`config.mk`:
```
export PLATFORM = sky130hd
export DESIGN_NAME = rmpi_phy_end_flat
export DESIGN_NICKNAME = d
export VERILOG_FILES = /design/src/logic/rmpi_pkg.sv /design/src/logic/rmpi_if.sv /design/src/logic/rmpi_phy_end.sv /design/src/flat_wrapper.sv
export VERILOG_INCLUDE_DIRS = /design/src /design/src/logic
export SDC_FILE = /design/constraint.sdc
export NUM_CORES = 1
export LEC_CHECK = 0
export BUFFER_PORTS_ARGS = -buffer_cell sky130_fd_sc_hd__buf_4
export CAP_MARGIN = 0
export CORE_UTILIZATION = 50
export CTS_BUF_LIST = sky130_fd_sc_hd__clkbuf_8
export DETAILED_ROUTE_END_ITERATION = 16
export GPL_TIMING_DRIVEN = 0
export HOLD_SLACK_MARGIN = 0.12
export PLACE_DENSITY = 0.7
export SLEW_MARGIN = 20
export SYNTH_ARGS = -nofsm -noshare
export SYNTH_HDL_FRONTEND = slang
export SYNTH_SLANG_ARGS = --single-unit
export TNS_END_PERCENT = 1
```
`constraint.sdc`:
```
create_clock -name clock_i -period 2.5 [get_ports clock_i]
set_clock_uncertainty 0.2 [all_clocks]
set_input_delay 0.5 -clock clock_i [delete_from_list [all_inputs] [get_ports clock_i]]
set_output_delay 0.5 -clock clock_i [all_outputs]
set_load 0.1 [all_outputs]
```
`src/logic/rmpi_defines.svh`:
```
`ifndef RMPI_DEFINES_SVH
`define RMPI_DEFINES_SVH

// ==========================================================================
// line rates and the dibit slot divider derived from them
`define RMPI_RATE_100_MBPS 100
`define RMPI_RATE_10_MBPS  10
`define RMPI_DIV_10M       (`RMPI_RATE_100_MBPS / `RMPI_RATE_10_MBPS)

// ==========================================================================
// receive path sizes
`define RMPI_FIFO_DEPTH    32
`define RMPI_CD_WINDOW     10

// ==========================================================================
// fixed dibit values
`define RMPI_DIBIT_ZERO    2'h0

`endif

```
`src/logic/rmpi_pkg.sv`:
```
package rmpi_pkg;

    // ==========================================================================
    // shared types
    typedef logic [1:0] rmpi_dibit_t;
    typedef logic [3:0] rmpi_nibble_t;

    // receive sequencer, gray coded along idle -> carrier -> drain
    typedef enum logic [1:0] {
        rx_idle    = 2'h0,
        rx_carrier = 2'h1,
        rx_drain   = 2'h3
    } rmpi_rx_state_t;

endpackage

```
`src/logic/rmpi_if.sv`:
```
`timescale 1ns/1ps

// ==========================================================================
// reduced media independent link between transceiver and mac
interface rmpi_if;
    logic                  ref_clk;
    logic                  txen;
    rmpi_pkg::rmpi_dibit_t txd;
    rmpi_pkg::rmpi_dibit_t rxd;
    logic                  crs_dv;
    logic                  rxer;

    modport phy_mp (
        input  ref_clk,
        input  txen,
        input  txd,
        output rxd,
        output crs_dv,
        output rxer
    );

    modport mac_mp (
        input  ref_clk,
        input  rxd,
        input  crs_dv,
        input  rxer,
        output txen,
        output txd
    );
endinterface

```
`src/logic/rmpi_phy_end.sv`:
```
// Notes on behaviour
// - autoneg off: force speed, duplex from bits
// - autoneg on: use negotiated speed, duplex
// - half duplex: carrier sense on tx or rx
// - half duplex: rx during tx is collision
// - full duplex: carrier sense only on rx
// - full duplex: no collision, simultaneous tx/rx
// - link runs at 10 or 100 Mbps
// - one reference clock times both paths
// - independent two-bit tx and rx paths
// - raise crs_dv at once on carrier
// - carrier: squelch, or gapped zeros in ten
// - drop crs_dv only on first dibit
// - leftover bits: crs_dv toggles per nibble half
// - toggle runs at the nibble rate
// - false carrier holds crs_dv while active
// - mac takes rxd valid from crs_dv
// - rxd reads 00 until decoding starts
// - continuous reference clock times all link pins (a rising crs_dv here is set at once, not on a reference edge)
// - tx uses reference clock, no buffering
// - rx crosses an elasticity buffer
// - rx error optional, mac copes without
// - rx dibits valid at reference rising edge
`timescale 1ns/1ps
`include "rmpi_defines.svh"

module rmpi_phy_end #(
    parameter int FIFO_DEPTH = `RMPI_FIFO_DEPTH,
    parameter int DIV_10M    = `RMPI_DIV_10M
) (
    input  wire logic                  clock_i,
    input  wire logic                  rst_b_i,
    rmpi_if.phy_mp                     link,
    input  wire logic                  an_enable_i,
    input  wire logic                  force_speed_100_i,
    input  wire logic                  force_full_duplex_i,
    input  wire logic                  an_speed_100_i,
    input  wire logic                  an_full_duplex_i,
    input  wire logic                  squelch_pass_i,
    input  wire logic                  code_bit_i,
    input  wire logic                  code_stb_i,
    input  wire logic                  data_bit_i,
    input  wire logic                  data_stb_i,
    input  wire logic                  rx_err_i,
    output logic                       speed_100_o,
    output logic                       full_duplex_o,
    output logic                       carrier_sense_o,
    output logic                       collision_o,
    output logic                       line_tx_en_o,
    output rmpi_pkg::rmpi_dibit_t      line_tx_dibit_o,
    output logic                       line_tx_stb_o
);
    import rmpi_pkg::*;

    localparam int       AW       = $clog2(FIFO_DEPTH);
    localparam int       CDW      = `RMPI_CD_WINDOW;
    localparam logic [3:0] DIV_LAST = 4'(DIV_10M - 1);
    localparam logic [AW:0] FULL_FILL = (AW + 1)'(FIFO_DEPTH);

    // ==========================================================================
    // helpers

    // two zeros with at least one bit between them inside the window
    function automatic logic gap_zeros(input logic [CDW-1:0] w);
        logic hit;
        hit = 1'b0;
        for (int i = 0; i < CDW; i++) begin
            for (int j = i + 2; j < CDW; j++) begin
                if (!w[i] && !w[j]) begin
                    hit = 1'b1;
                end
            end
        end
        return hit;
    endfunction

    // ==========================================================================
    // mode resolution

    always_ff @(posedge clock_i) begin
        if (!rst_b_i) begin
            speed_100_o   <= 1'b1;
            full_duplex_o <= 1'b0;
        end else if (an_enable_i) begin
            speed_100_o   <= an_speed_100_i;
            full_duplex_o <= an_full_duplex_i;
        end else begin
            speed_100_o   <= force_speed_100_i;
            full_duplex_o <= force_full_duplex_i;
        end
    end

    // ==========================================================================
    // link input synchronisers

    logic        ref_s1, ref_s2, ref_s3;
    logic        txen_s1, txen_s2;
    rmpi_dibit_t txd_s1, txd_s2;
    logic        ref_rise;

    // one sampled reference clock for both paths
    always_ff @(posedge clock_i) begin
        if (!rst_b_i) begin
            ref_s1  <= 1'b0;
            ref_s2  <= 1'b0;
            ref_s3  <= 1'b0;
            txen_s1 <= 1'b0;
            txen_s2 <= 1'b0;
            txd_s1  <= `RMPI_DIBIT_ZERO;
            txd_s2  <= `RMPI_DIBIT_ZERO;
        end else begin
            ref_s1  <= link.ref_clk;
            ref_s2  <= ref_s1;
            ref_s3  <= ref_s2;
            txen_s1 <= link.txen;
            txen_s2 <= txen_s1;
            txd_s1  <= link.txd;
            txd_s2  <= txd_s1;
        end
    end

    // every link pin but a rising crs_dv moves on reference rising edges
    assign ref_rise = ref_s2 & ~ref_s3;

    // ==========================================================================
    // dibit slot timing

    logic [3:0] rx_div;
    logic [3:0] tx_div;
    logic       rx_slot;
    logic       tx_take;

    // ten reference cycles per dibit at 10 Mbps
    always_ff @(posedge clock_i) begin
        if (!rst_b_i) begin
            rx_div <= 4'h0;
        end else if (ref_rise) begin
            rx_div <= (rx_div == DIV_LAST) ? 4'h0 : rx_div + 4'h1;
        end
    end

    // tx slot counter realigns to the start of each transmit burst
    always_ff @(posedge clock_i) begin
        if (!rst_b_i) begin
            tx_div <= 4'h0;
        end else if (ref_rise) begin
            if (!txen_s2) begin
                tx_div <= 4'h0;
            end else begin
                tx_div <= (tx_div == DIV_LAST) ? 4'h0 : tx_div + 4'h1;
            end
        end
    end

    // slot rate follows the resolved speed
    assign rx_slot = ref_rise & (speed_100_o | (rx_div == 4'h0));
    assign tx_take = ref_rise & txen_s2 & (speed_100_o | (tx_div == 4'h0));

    // ==========================================================================
    // transmit path

    // straight to the line on the reference clock
    always_ff @(posedge clock_i) begin
        if (!rst_b_i) begin
            line_tx_en_o    <= 1'b0;
            line_tx_dibit_o <= `RMPI_DIBIT_ZERO;
            line_tx_stb_o   <= 1'b0;
        end else begin
            line_tx_stb_o <= tx_take;
            if (ref_rise) begin
                line_tx_en_o <= txen_s2;
            end
            if (tx_take) begin
                line_tx_dibit_o <= txd_s2;
            end
        end
    end

    // ==========================================================================
    // carrier detection

    logic [CDW-1:0] cd_win;
    logic           carrier_100;
    logic           carrier;

    // window idles at all ones
    always_ff @(posedge clock_i) begin
        if (!rst_b_i) begin
            cd_win      <= {CDW{1'b1}};
            carrier_100 <= 1'b0;
        end else if (code_stb_i) begin
            cd_win <= {cd_win[CDW-2:0], code_bit_i};
            // gapped zeros start it, all ones end it
            if (gap_zeros({cd_win[CDW-2:0], code_bit_i})) begin
                carrier_100 <= 1'b1;
            end else if (&{cd_win[CDW-2:0], code_bit_i}) begin
                carrier_100 <= 1'b0;
            end
        end
    end

    assign carrier = speed_100_o ? carrier_100 : squelch_pass_i;

    always_ff @(posedge clock_i) begin
        if (!rst_b_i) begin
            carrier_sense_o <= 1'b0;
            collision_o     <= 1'b0;
        end else begin
            carrier_sense_o <= carrier | (~full_duplex_o & txen_s2);
            collision_o     <= ~full_duplex_o & txen_s2 & carrier;
        end
    end

    // ==========================================================================
    // receive elasticity buffer

    rmpi_rx_state_t rx_state;
    logic           fifo_mem [FIFO_DEPTH];
    logic [AW-1:0]  wr_ptr, rd_ptr;
    logic [AW:0]    fill;
    logic           push, pop;

    // decoded bits cross into reference timing here
    assign push = data_stb_i & (rx_state != rx_idle) & (fill < FULL_FILL);
    assign pop  = rx_slot & (rx_state != rx_idle) & (fill >= (AW + 1)'(2));

    always_ff @(posedge clock_i) begin
        if (push) begin
            fifo_mem[wr_ptr] <= data_bit_i;
        end
    end

    // flushed whenever the receiver is idle
    always_ff @(posedge clock_i) begin
        if (!rst_b_i || rx_state == rx_idle) begin
            wr_ptr <= '0;
            rd_ptr <= '0;
            fill   <= '0;
        end else begin
            if (push) begin
                wr_ptr <= AW'(wr_ptr + 1'b1);
            end
            if (pop) begin
                rd_ptr <= AW'(rd_ptr + 2'h2);
            end
            case ({push, pop})
                2'b10:   fill <= (AW + 1)'(fill + 1'b1);
                2'b01:   fill <= (AW + 1)'(fill - 2'h2);
                2'b11:   fill <= (AW + 1)'(fill - 1'b1);
                default: fill <= fill;
            endcase
        end
    end

    // ==========================================================================
    // receive sequencer and link outputs

    logic        phase;
    rmpi_dibit_t rxd_q;
    logic        crs_dv_q;
    logic        rxer_q;

    always_ff @(posedge clock_i) begin
        if (!rst_b_i) begin
            rx_state <= rx_idle;
            phase    <= 1'b0;
            rxd_q    <= `RMPI_DIBIT_ZERO;
            crs_dv_q <= 1'b0;
        end else begin
            case (rx_state)
                rx_idle: begin
                    // no wait for a reference edge
                    if (carrier) begin
                        rx_state <= rx_carrier;
                        crs_dv_q <= 1'b1;
                        phase    <= 1'b0;
                        rxd_q    <= `RMPI_DIBIT_ZERO;
                    end
                end
                rx_carrier, rx_drain: begin
                    if (rx_state == rx_carrier && !carrier) begin
                        rx_state <= rx_drain;
                    end
                    if (pop) begin
                        // low bit first, set on a reference edge
                        rxd_q <= {fifo_mem[AW'(rd_ptr + 1'b1)], fifo_mem[rd_ptr]};
                        phase <= ~phase;
                        // without carrier, low on first, high on second dibit
                        crs_dv_q <= (carrier & (rx_state == rx_carrier)) | phase;
                    end else if (rx_slot) begin
                        // zeros until decoded bits are ready
                        rxd_q <= `RMPI_DIBIT_ZERO;
                        if (!(carrier && rx_state == rx_carrier) && !phase) begin
                            rx_state <= rx_idle;
                            crs_dv_q <= 1'b0;
                        end else begin
                            phase <= 1'b0;
                        end
                    end
                end
                default: begin
                    rx_state <= rx_idle;
                    crs_dv_q <= 1'b0;
                end
            endcase
        end
    end

    // error flag per dibit, only inside a receive event
    always_ff @(posedge clock_i) begin
        if (!rst_b_i) begin
            rxer_q <= 1'b0;
        end else if (rx_slot) begin
            rxer_q <= rx_err_i & (rx_state != rx_idle);
        end
    end

    assign link.rxd    = rxd_q;
    assign link.crs_dv = crs_dv_q;
    assign link.rxer   = rxer_q;

endmodule

```
`src/flat_wrapper.sv`:
```
// flat-port wrapper written by rule: the top's interface ports become plain ports
module rmpi_phy_end_flat import rmpi_pkg::*;
#(
    parameter int FIFO_DEPTH = `RMPI_FIFO_DEPTH,
    parameter int DIV_10M    = `RMPI_DIV_10M
)
  (clock_i, rst_b_i, an_enable_i, force_speed_100_i, force_full_duplex_i, an_speed_100_i, an_full_duplex_i, squelch_pass_i, code_bit_i, code_stb_i, data_bit_i, data_stb_i, rx_err_i, speed_100_o, full_duplex_o, carrier_sense_o, collision_o, line_tx_en_o, line_tx_dibit_o, line_tx_stb_o, link_ref_clk, link_txen, link_txd, link_rxd, link_crs_dv, link_rxer);
  rmpi_if link_i ();
  input  wire logic clock_i;
  input  wire logic rst_b_i;
  input  wire logic an_enable_i;
  input  wire logic force_speed_100_i;
  input  wire logic force_full_duplex_i;
  input  wire logic an_speed_100_i;
  input  wire logic an_full_duplex_i;
  input  wire logic squelch_pass_i;
  input  wire logic code_bit_i;
  input  wire logic code_stb_i;
  input  wire logic data_bit_i;
  input  wire logic data_stb_i;
  input  wire logic rx_err_i;
  output logic speed_100_o;
  output logic full_duplex_o;
  output logic carrier_sense_o;
  output logic collision_o;
  output logic line_tx_en_o;
  output rmpi_pkg::rmpi_dibit_t line_tx_dibit_o;
  output logic line_tx_stb_o;
  input wire logic [$bits(link_i.ref_clk)-1:0] link_ref_clk;
  input wire logic [$bits(link_i.txen)-1:0] link_txen;
  input wire logic [$bits(link_i.txd)-1:0] link_txd;
  output wire logic [$bits(link_i.rxd)-1:0] link_rxd;
  output wire logic [$bits(link_i.crs_dv)-1:0] link_crs_dv;
  output wire logic [$bits(link_i.rxer)-1:0] link_rxer;
  assign link_i.ref_clk = link_ref_clk;
  assign link_i.txen = link_txen;
  assign link_i.txd = link_txd;
  assign link_rxd = link_i.rxd;
  assign link_crs_dv = link_i.crs_dv;
  assign link_rxer = link_i.rxer;
  rmpi_phy_end #(.FIFO_DEPTH(FIFO_DEPTH), .DIV_10M(DIV_10M)) u_core (.clock_i(clock_i), .rst_b_i(rst_b_i), .link(link_i), .an_enable_i(an_enable_i), .force_speed_100_i(force_speed_100_i), .force_full_duplex_i(force_full_duplex_i), .an_speed_100_i(an_speed_100_i), .an_full_duplex_i(an_full_duplex_i), .squelch_pass_i(squelch_pass_i), .code_bit_i(code_bit_i), .code_stb_i(code_stb_i), .data_bit_i(data_bit_i), .data_stb_i(data_stb_i), .rx_err_i(rx_err_i), .speed_100_o(speed_100_o), .full_duplex_o(full_duplex_o), .carrier_sense_o(carrier_sense_o), .collision_o(collision_o), .line_tx_en_o(line_tx_en_o), .line_tx_dibit_o(line_tx_dibit_o), .line_tx_stb_o(line_tx_stb_o));
endmodule
```
==> metrics.md, run 1 <==
| Metric | Value |
|---|---|
| Status | `complete, no violations` |
| Power Total | `2990 uW` |
| Maximum fanout along the worst path | `5` |
| Vias/cell | `5.35` |
| Die X | `93.1 um` |
| Static Leakage | `0.00182 uW` |
| Initial antenna violation count | `0` |
| GRT overflow | `0` |
| RSZ-0062 raised after global routing | `yes` |
| Post-synth EDFFs | `32` |
| DR iter-0 viols | `116` |
| DRC violations left | `0` |
| Vias in the first global route | `2,772` |
| Most common cell after layout, fill and taps aside | `nor2_1` |
| Fill count | `644` |
| Post-Place Setup Slack | `-0.293 ns` |
| Yosys warnings | `0` |
| Core Area | `0.00789 mm2` |
| Critical path class | `flop to flop` |
| Syn Area/Cell | `10.4 um2` |
| Layout cells sized above 1 | `20.5%` |
| Syn Nets | `432` |
| TritonCTS Buffers | `9` |
| Final Max Tran Viols | `0` |
| First-pass DRT Iterations | `8` |
| Sequential area share after synthesis | `52.5%` |
| Input/output buffers | `27` |
| Startpoint class of the critical path | `flop` |
| Clock Path Buffers | `2` |
| Distinct cells, synth | `48` |
| Final setup fails | `0` |
| Clock Sinks | `93` |
| Antenna viol nets, final | `0` |
| Clock Latency Late Sink | `0.36 ns` |
| Final Wtd Congestion | `0.830` |
| Final #Nets | `476` |
| Max Freq | `0.408 GHz` |
| Most frequent cells in the layout | `nor2_1, dfxtp_1, nand2_1, buf_4, edfxtp_1` |
| Kind of end point of the critical path | `flop` |
| Total GRT Usage | `19.4%` |
| Num ports | `29` |
| Worst vdd ir | `0.000362 V` |
| Wire length per cell | `14.2 um` |
| P&R area growth vs syn | `17.6%` |
| Post-route setup TNS | `0 ns` |
| Worst Path Arrival | `2.50 ns` |
| H-tree depth | `3` |
| Final hold slack | `0.134 ns` |
| Initial Util | `52.6%` |
| Die ar. | `0.00867 mm2` |
| First-pass GRT wire length | `13.0 mm` |
| Crit share post-route | `98.0%` |
| Top_reg_cell synth | `dfxtp_1` |
| Cell area after synthesis | `0.00415 mm2` |
| Die height | `93.1 um` |
| Critical Path RT | `2.55 ns` |
| Post-Syn Instances | `400` |
| Max Cap Viol | `0` |
| ANT cells | `0` |
| Pwr Density | `612 mW/mm2` |
| Slew @ Worst Pin | `0.681 ns` |
| Largest net degree at the start of global routing | `33` |
| Clock slew at reported path FFs | `0.09 ns` |
| Hold Crit Class | `input pin to flop` |
| Routed WL | `7.82 mm` |
| Max-slew headroom | `54.1%` |
| TritonCTS clock tree | `yes` |
| Final worst-path setup slack | `0.0490 ns` |
| Root buffer cell | `clkbuf_8` |
| # rows | `32` |
| Vias | `2,948` |
| Post-synth ARST share | `0%` |
| Hold Violations, Final | `0` |
| #FFs+latches synth | `93` |
| Crit path time final | `2.45 ns` |
| Dpl hpwl | `5.38 mm` |
metrics by stage:
stage	util [%]	instances	cell area (um2)
after floorplan	-	400	4220
after global placement	57.6	529	4550
after detailed placement	57.6	529	4550
after CTS	60.9	546	4800
after global routing	61.9	551	4880
final	61.9	551	4880
per-layer routing:
metal / track usage (%) / part of all wire [%]
met1: 26.6 / 49
met2: 30.0 / 45
met3: 3.98 / 3.9
met4: 8.21 / 2.4
met5: 0 / 0
flip-flops by register name, summed over array words and instances (netlist names), 2 cells and up, named ones only:
| signal | cells |
|---|---|
| u_core.rx_state | 2 |
| u_core.rd_ptr | 4 |
| u_core.rx_div | 4 |
| u_core.txd_s2 | 2 |
| u_core.wr_ptr | 5 |
| u_core.txd_s1 | 2 |
| u_core.fill | 6 |
| u_core.link.rxd | 2 |
| u_core.tx_div | 4 |
| u_core.fifo_mem | 32 |
| u_core.line_tx_dibit_o | 2 |
| u_core.cd_win | 9 |
Yosys cell counts (6+ instances only):
cell type,n,area share [%]
nor2b_1,6,0.90
ha_1,14,4.2
nand2_1,39,3.5
nand3_1,13,1.6
o21ai_0,18,2.2
dfxtp_1,61,29
mux2i_1,17,4.1
xor2_1,8,1.7
mux4_2,8,4.3
edfxtp_1,32,23
a21oi_1,19,2.3
inv_1,13,1.2
and2_1,9,1.4
nor2_1,66,6.0
xnor2_1,7,1.5
clkbuf_1,8,0.72
cell type report:
type	instances	area, um2	area share [%]
Sequential cell	93	2200	45.0
Multi-Input combinational cell	278	1930	39.5
Timing Repair Buffer	34	255	5.23
Tap cell	102	128	2.61
Clock buffer	9	124	2.54
Clock inverter	7	120	2.46
Buffer	14	72.6	1.49
Inverter	14	57.6	1.18
timing repair:
action / CTS / global route
hold buffers: 0 / 0
resized for setup: 3 / 13
pin swaps: 2 / 9
endpoints found under the setup margin: 3 / 3
buffers inserted: 2 / 5
final timing paths:
check / slack, ns / startpoint / cells after the start / endpoint
min reg2reg: 0.24 / u_core.txd_s1[0] / 1 / u_core.txd_s2[0]
min: 0.13 / link_txd[0] / 2 / u_core.txd_s1[0]
max reg2reg: 0.05 / u_core.rx_div[2] / 11 / u_core.fill[5]
max: 0.05 / u_core.rx_div[2] / 11 / u_core.fill[5]
worst max-delay path, cell delays in order, from the launching register on:
cell      delay (ns)
dfxtp_4         0.37
nor4_4          0.30
o21a_1          0.19
and2_4          0.18
nand2_4         0.07
inv_6           0.08
ha_4            0.20
a211oi_2        0.18
o21ai_1         0.09
o211ai_1        0.12
mux2i_1         0.11
o221a_2         0.25
kinds of logic (layout without fill, tap and decap cells):
logic type,after synthesis,after routing,share of synthesized area (%)
buffers and inverters,29,78,3.01
XOR/XNOR,15,15,3.16
adder cells (fa/ha/maj),15,15,4.70
flip-flops,93,93,52.5
multiplexers,28,28,9.52
AND/OR/NAND/NOR,160,160,18.2
AO/OA/AOI/OAI,60,60,8.83
report_power, final:
group | internal, uW | leakage (uW) | total (uW) | switching [uW]
Combinational | 68.3 | 0.000915 | 185 | 117
Sequential | 1580 | 0.000786 | 1590 | 16.3
Clock | 669 | 0.000120 | 1210 | 543
(Power assumes the default switching activity.)
==> run 2, diff against run 1 <==
CORE_ASPECT_RATIO = 1.5   (was default)
CORE_UTILIZATION = 30   (was 50)
PLACE_DENSITY = 0.46   (was 0.7)
==> run 2 against run 1 <==
Net effect: the flow now finishes with violations (design-rule violations); utilization is 25 points lower; critical endpoint unchanged; critical path depth is 2 higher; routed wire length is 12% higher; setup slack better by 0.048 ns; first-iteration DRC count is 39% lower; maximum frequency is 2.0% higher; cell count is 11% higher; power is 0.40% higher; design area is 2.4% higher; sequential power hardly changed.
==> metrics.md, run 2 (same netlist as run 1, synthesis figures left out) <==
| Metric | Value |
|---|---|
| Worst vdd ir | `0.000362 V (about the same)` |
| Initial antenna violation count | `0 (unchanged)` |
| Failing checks | `design-rule violations` |
| Wire length per cell | `14.3 um (+0.77%)` |
| Worst Path Arrival | `2.45 ns (-0.05 ns)` |
| Status | `complete, but fails checks` |
| Final #Nets | `479 (+0.63%)` |
| DR iter-0 viols | `71 (-39%)` |
| Clock Path Buffers | `2 (unchanged)` |
| Final Max Tran Viols | `0 (unchanged)` |
| Max-slew headroom | `48.2% (-6.0 points)` |
| Worst path top cell family by delay | `compound AO/OA/AOI/OAI gates` |
| Combinational share of power | `6.2% (about the same)` |
| Core Area | `0.0135 mm2 (+72%)` |
| Crit share post-route | `96.1% (-1.9 points)` |
| Vias | `2,902 (-1.6%)` |
| Most frequent cells in the layout | `nor2_1, dfxtp_1, buf_4, nand2_1, edfxtp_1` |
| Dpl hpwl | `6.45 mm (+20%)` |
| TritonCTS Buffers | `9 (unchanged)` |
| Root buffer cell | `clkbuf_8` |
| Routed WL | `8.78 mm (+12%)` |
| Initial Util | `30.7% (-22 points)` |
| Psw | `643 uW (-5.0%)` |
| Layout cells sized above 1 | `21.9% (+1.4 points)` |
| Buf/Inv on CP | `2 (+1)` |
| Max Freq | `0.416 GHz (+2.0%)` |
| Post-route setup TNS | `0 ns (unchanged)` |
| Kind of end point of the critical path | `flop` |
| Total GRT Usage | `13.0% (-6.4 points)` |
| Final setup fails | `0 (unchanged)` |
| TritonCTS clock tree | `yes` |
| Slowest library cell on the worst path | `dfxtp_4` |
| Worst path max stage delay | `0.38 ns (about the same)` |
| Most common cell after layout, fill and taps aside | `nor2_1` |
| H-tree depth | `3 (unchanged)` |
| Largest registers | `u_core.fifo_mem (32), u_core.cd_win (9), u_core.fill (6)` |
| Slew @ Worst Pin | `0.769 ns (+0.0885 ns)` |
| Cell chain of the critical path | `inv_2 > ha_4 > nand2b_4 > a31oi_4 > and2_4 > nand2_4 > inv_6 > ha_4 > o21ai_1 > o21ai_1 > o211ai_1 > a21boi_2 > o221a_2` |
| WHS Path Cells | `2 (unchanged)` |
| Clock power share | `40.7% (+0.2 points)` |
| Clock Latency Late Sink | `0.35 ns (about the same)` |
| Die ar. | `0.0143 mm2 (+65%)` |
| Vias in the first global route | `2,905 (+4.8%)` |
| Maximum fanout along the worst path | `4 (-1)` |
| Crit path time final | `2.40 ns (-0.0476 ns)` |
| Largest net degree at the start of global routing | `33 (unchanged)` |
| R2R Setup Slk | `0.1 ns (+0.05 ns)` |
| Max reg flops | `32 (unchanged)` |
| Worst Reg-to-Reg Cells | `13 (+2)` |
| Clock slew at reported path FFs | `0.09 ns (about the same)` |
| Max Cap Viol | `0 (unchanged)` |
| Num ports | `29 (unchanged)` |
| Hold Path End | `u_core.txen_s1` |
| Antenna viol nets, final | `0 (unchanged)` |
| Switching Fraction | `21.4% (-1.2 points)` |
| Internal power | `2360 uW (+2.0%)` |
| Die X | `98.1 um (+5.3%)` |
| Final hold slack | `0.148 ns (+0.0135 ns)` |
| Register with the most flip-flops | `u_core.fifo_mem` |
| Startpoint class of the critical path | `flop` |
| Worst r2r src | `u_core.fill[2]` |
| Critical path class | `flop to flop` |
| Clock Sinks | `93 (unchanged)` |
| ANT cells | `0 (unchanged)` |
| Input/output buffers | `27 (unchanged)` |
| P&R area growth vs syn | `20.4%` |
| Reg power frac | `53.1% (-0.2 points)` |
| Static Leakage | `0.00185 uW (+1.6%)` |
| Final Wtd Congestion | `0.709 (-15%)` |
| GRT overflow | `0 (unchanged)` |
| Pwr Density | `601 mW/mm2 (-1.9%)` |
| Critical Path RT | `2.55 ns (about the same)` |
| CTS hold repair buffers | `0 (unchanged)` |
| Fill count | `1,376 (+110%)` |
| Worst hold start | `link_txen` |
| Hold Crit Class | `input pin to flop` |
| RSZ-0062 raised after global routing | `yes` |
| Hold Violations, Final | `0 (unchanged)` |
| DRC violations left | `3 (+3)` |
| # rows | `52 (+63%)` |
| Vias/cell | `4.73 (-12%)` |
| FF-to-FF End | `u_core.fill[5]` |
| First-pass GRT wire length | `14.6 mm (+13%)` |
| Die height | `146 um (+57%)` |
| First-pass DRT Iterations | `10 (+2)` |
-- run 2: cell count changes in the layout (fill, tap and decap cells not counted), sizes merged --
cell	previous run	this run
buf	39	42
clkbuf	18	20
clkinvlp	1	0
inv	15	14
-- run 2: area by class of cell --
| type | instances | area, um2 | share of cell area (%) |
|---|---|---|---|
| Buffer | 14 | 72.6 | 1.45 |
| Tap cell | 162 | 203 | 4.06 |
| Clock buffer | 11 | 151 | 3.03 |
| Inverter | 14 | 57.6 | 1.15 |
| Multi-Input combinational cell | 278 | 1940 | 38.7 |
| Sequential cell | 93 | 2200 | 44.1 |
| Clock inverter | 5 | 98.8 | 1.98 |
| Timing Repair Buffer | 37 | 278 | 5.56 |
-- run 2: timing repair --
action | 4_1_cts | 5_1_grt
gates resized for setup | 6 | 15
endpoints found under the setup margin | 4 | 3
buffers inserted | 6 | 4
pin swaps | 3 | 10
-- run 2: worst max path at each step --
| stage | from | to | slack, ns | cells past startpoint |
|---|---|---|---|---|
| floorplan | u_core.fill[2] | u_core.fill[5] | 0.003 | 14 |
| global placement | data_stb_i | u_core.fill[5] | -0.32 | 13 |
| detailed placement | data_stb_i | u_core.fill[5] | -0.34 | 13 |
| CTS | u_core.fill[2] | u_core.fill[5] | 0.005 | 13 |
| global route | u_core.fill[2] | u_core.fill[5] | -0.05 | 13 |
| finish | u_core.fill[2] | u_core.fill[5] | 0.1 | 13 |
-- run 2: routing by layer --
| layer | track usage (%) | share of wire (%) |
|---|---|---|
| met5 | 0 | 0 |
| met2 | 24.0 | 55 |
| met3 | 2.92 | 2.6 |
| met4 | 4.32 | 0.97 |
| met1 | 14.6 | 42 |
-- run 2: stage by stage --
step	instances	total power, uW	utilization, %	cell area (um2)	setup slack, ns
floorplan	400	1750	-	4220	0.00316
global placement	589	1810	34.2	4620	-0.322
detailed placement	589	1810	34.2	4620	-0.340
CTS	610	3040	36.4	4920	0.00546
global route	614	3130	36.9	5000	-0.0453
finish	614	3000	36.9	5000	0.0966
-- run 2: power by group through the flow --
stage / registers (uW) / logic (uW) / clock network [uW]
after global routing: 1600 / 205 / 1320
final: 1590 / 187 / 1220
after floorplan: 1660 / 82.3 / 0
after detailed placement: 1630 / 181 / 0
after CTS: 1590 / 185 / 1260
after global placement: 1630 / 180 / 0
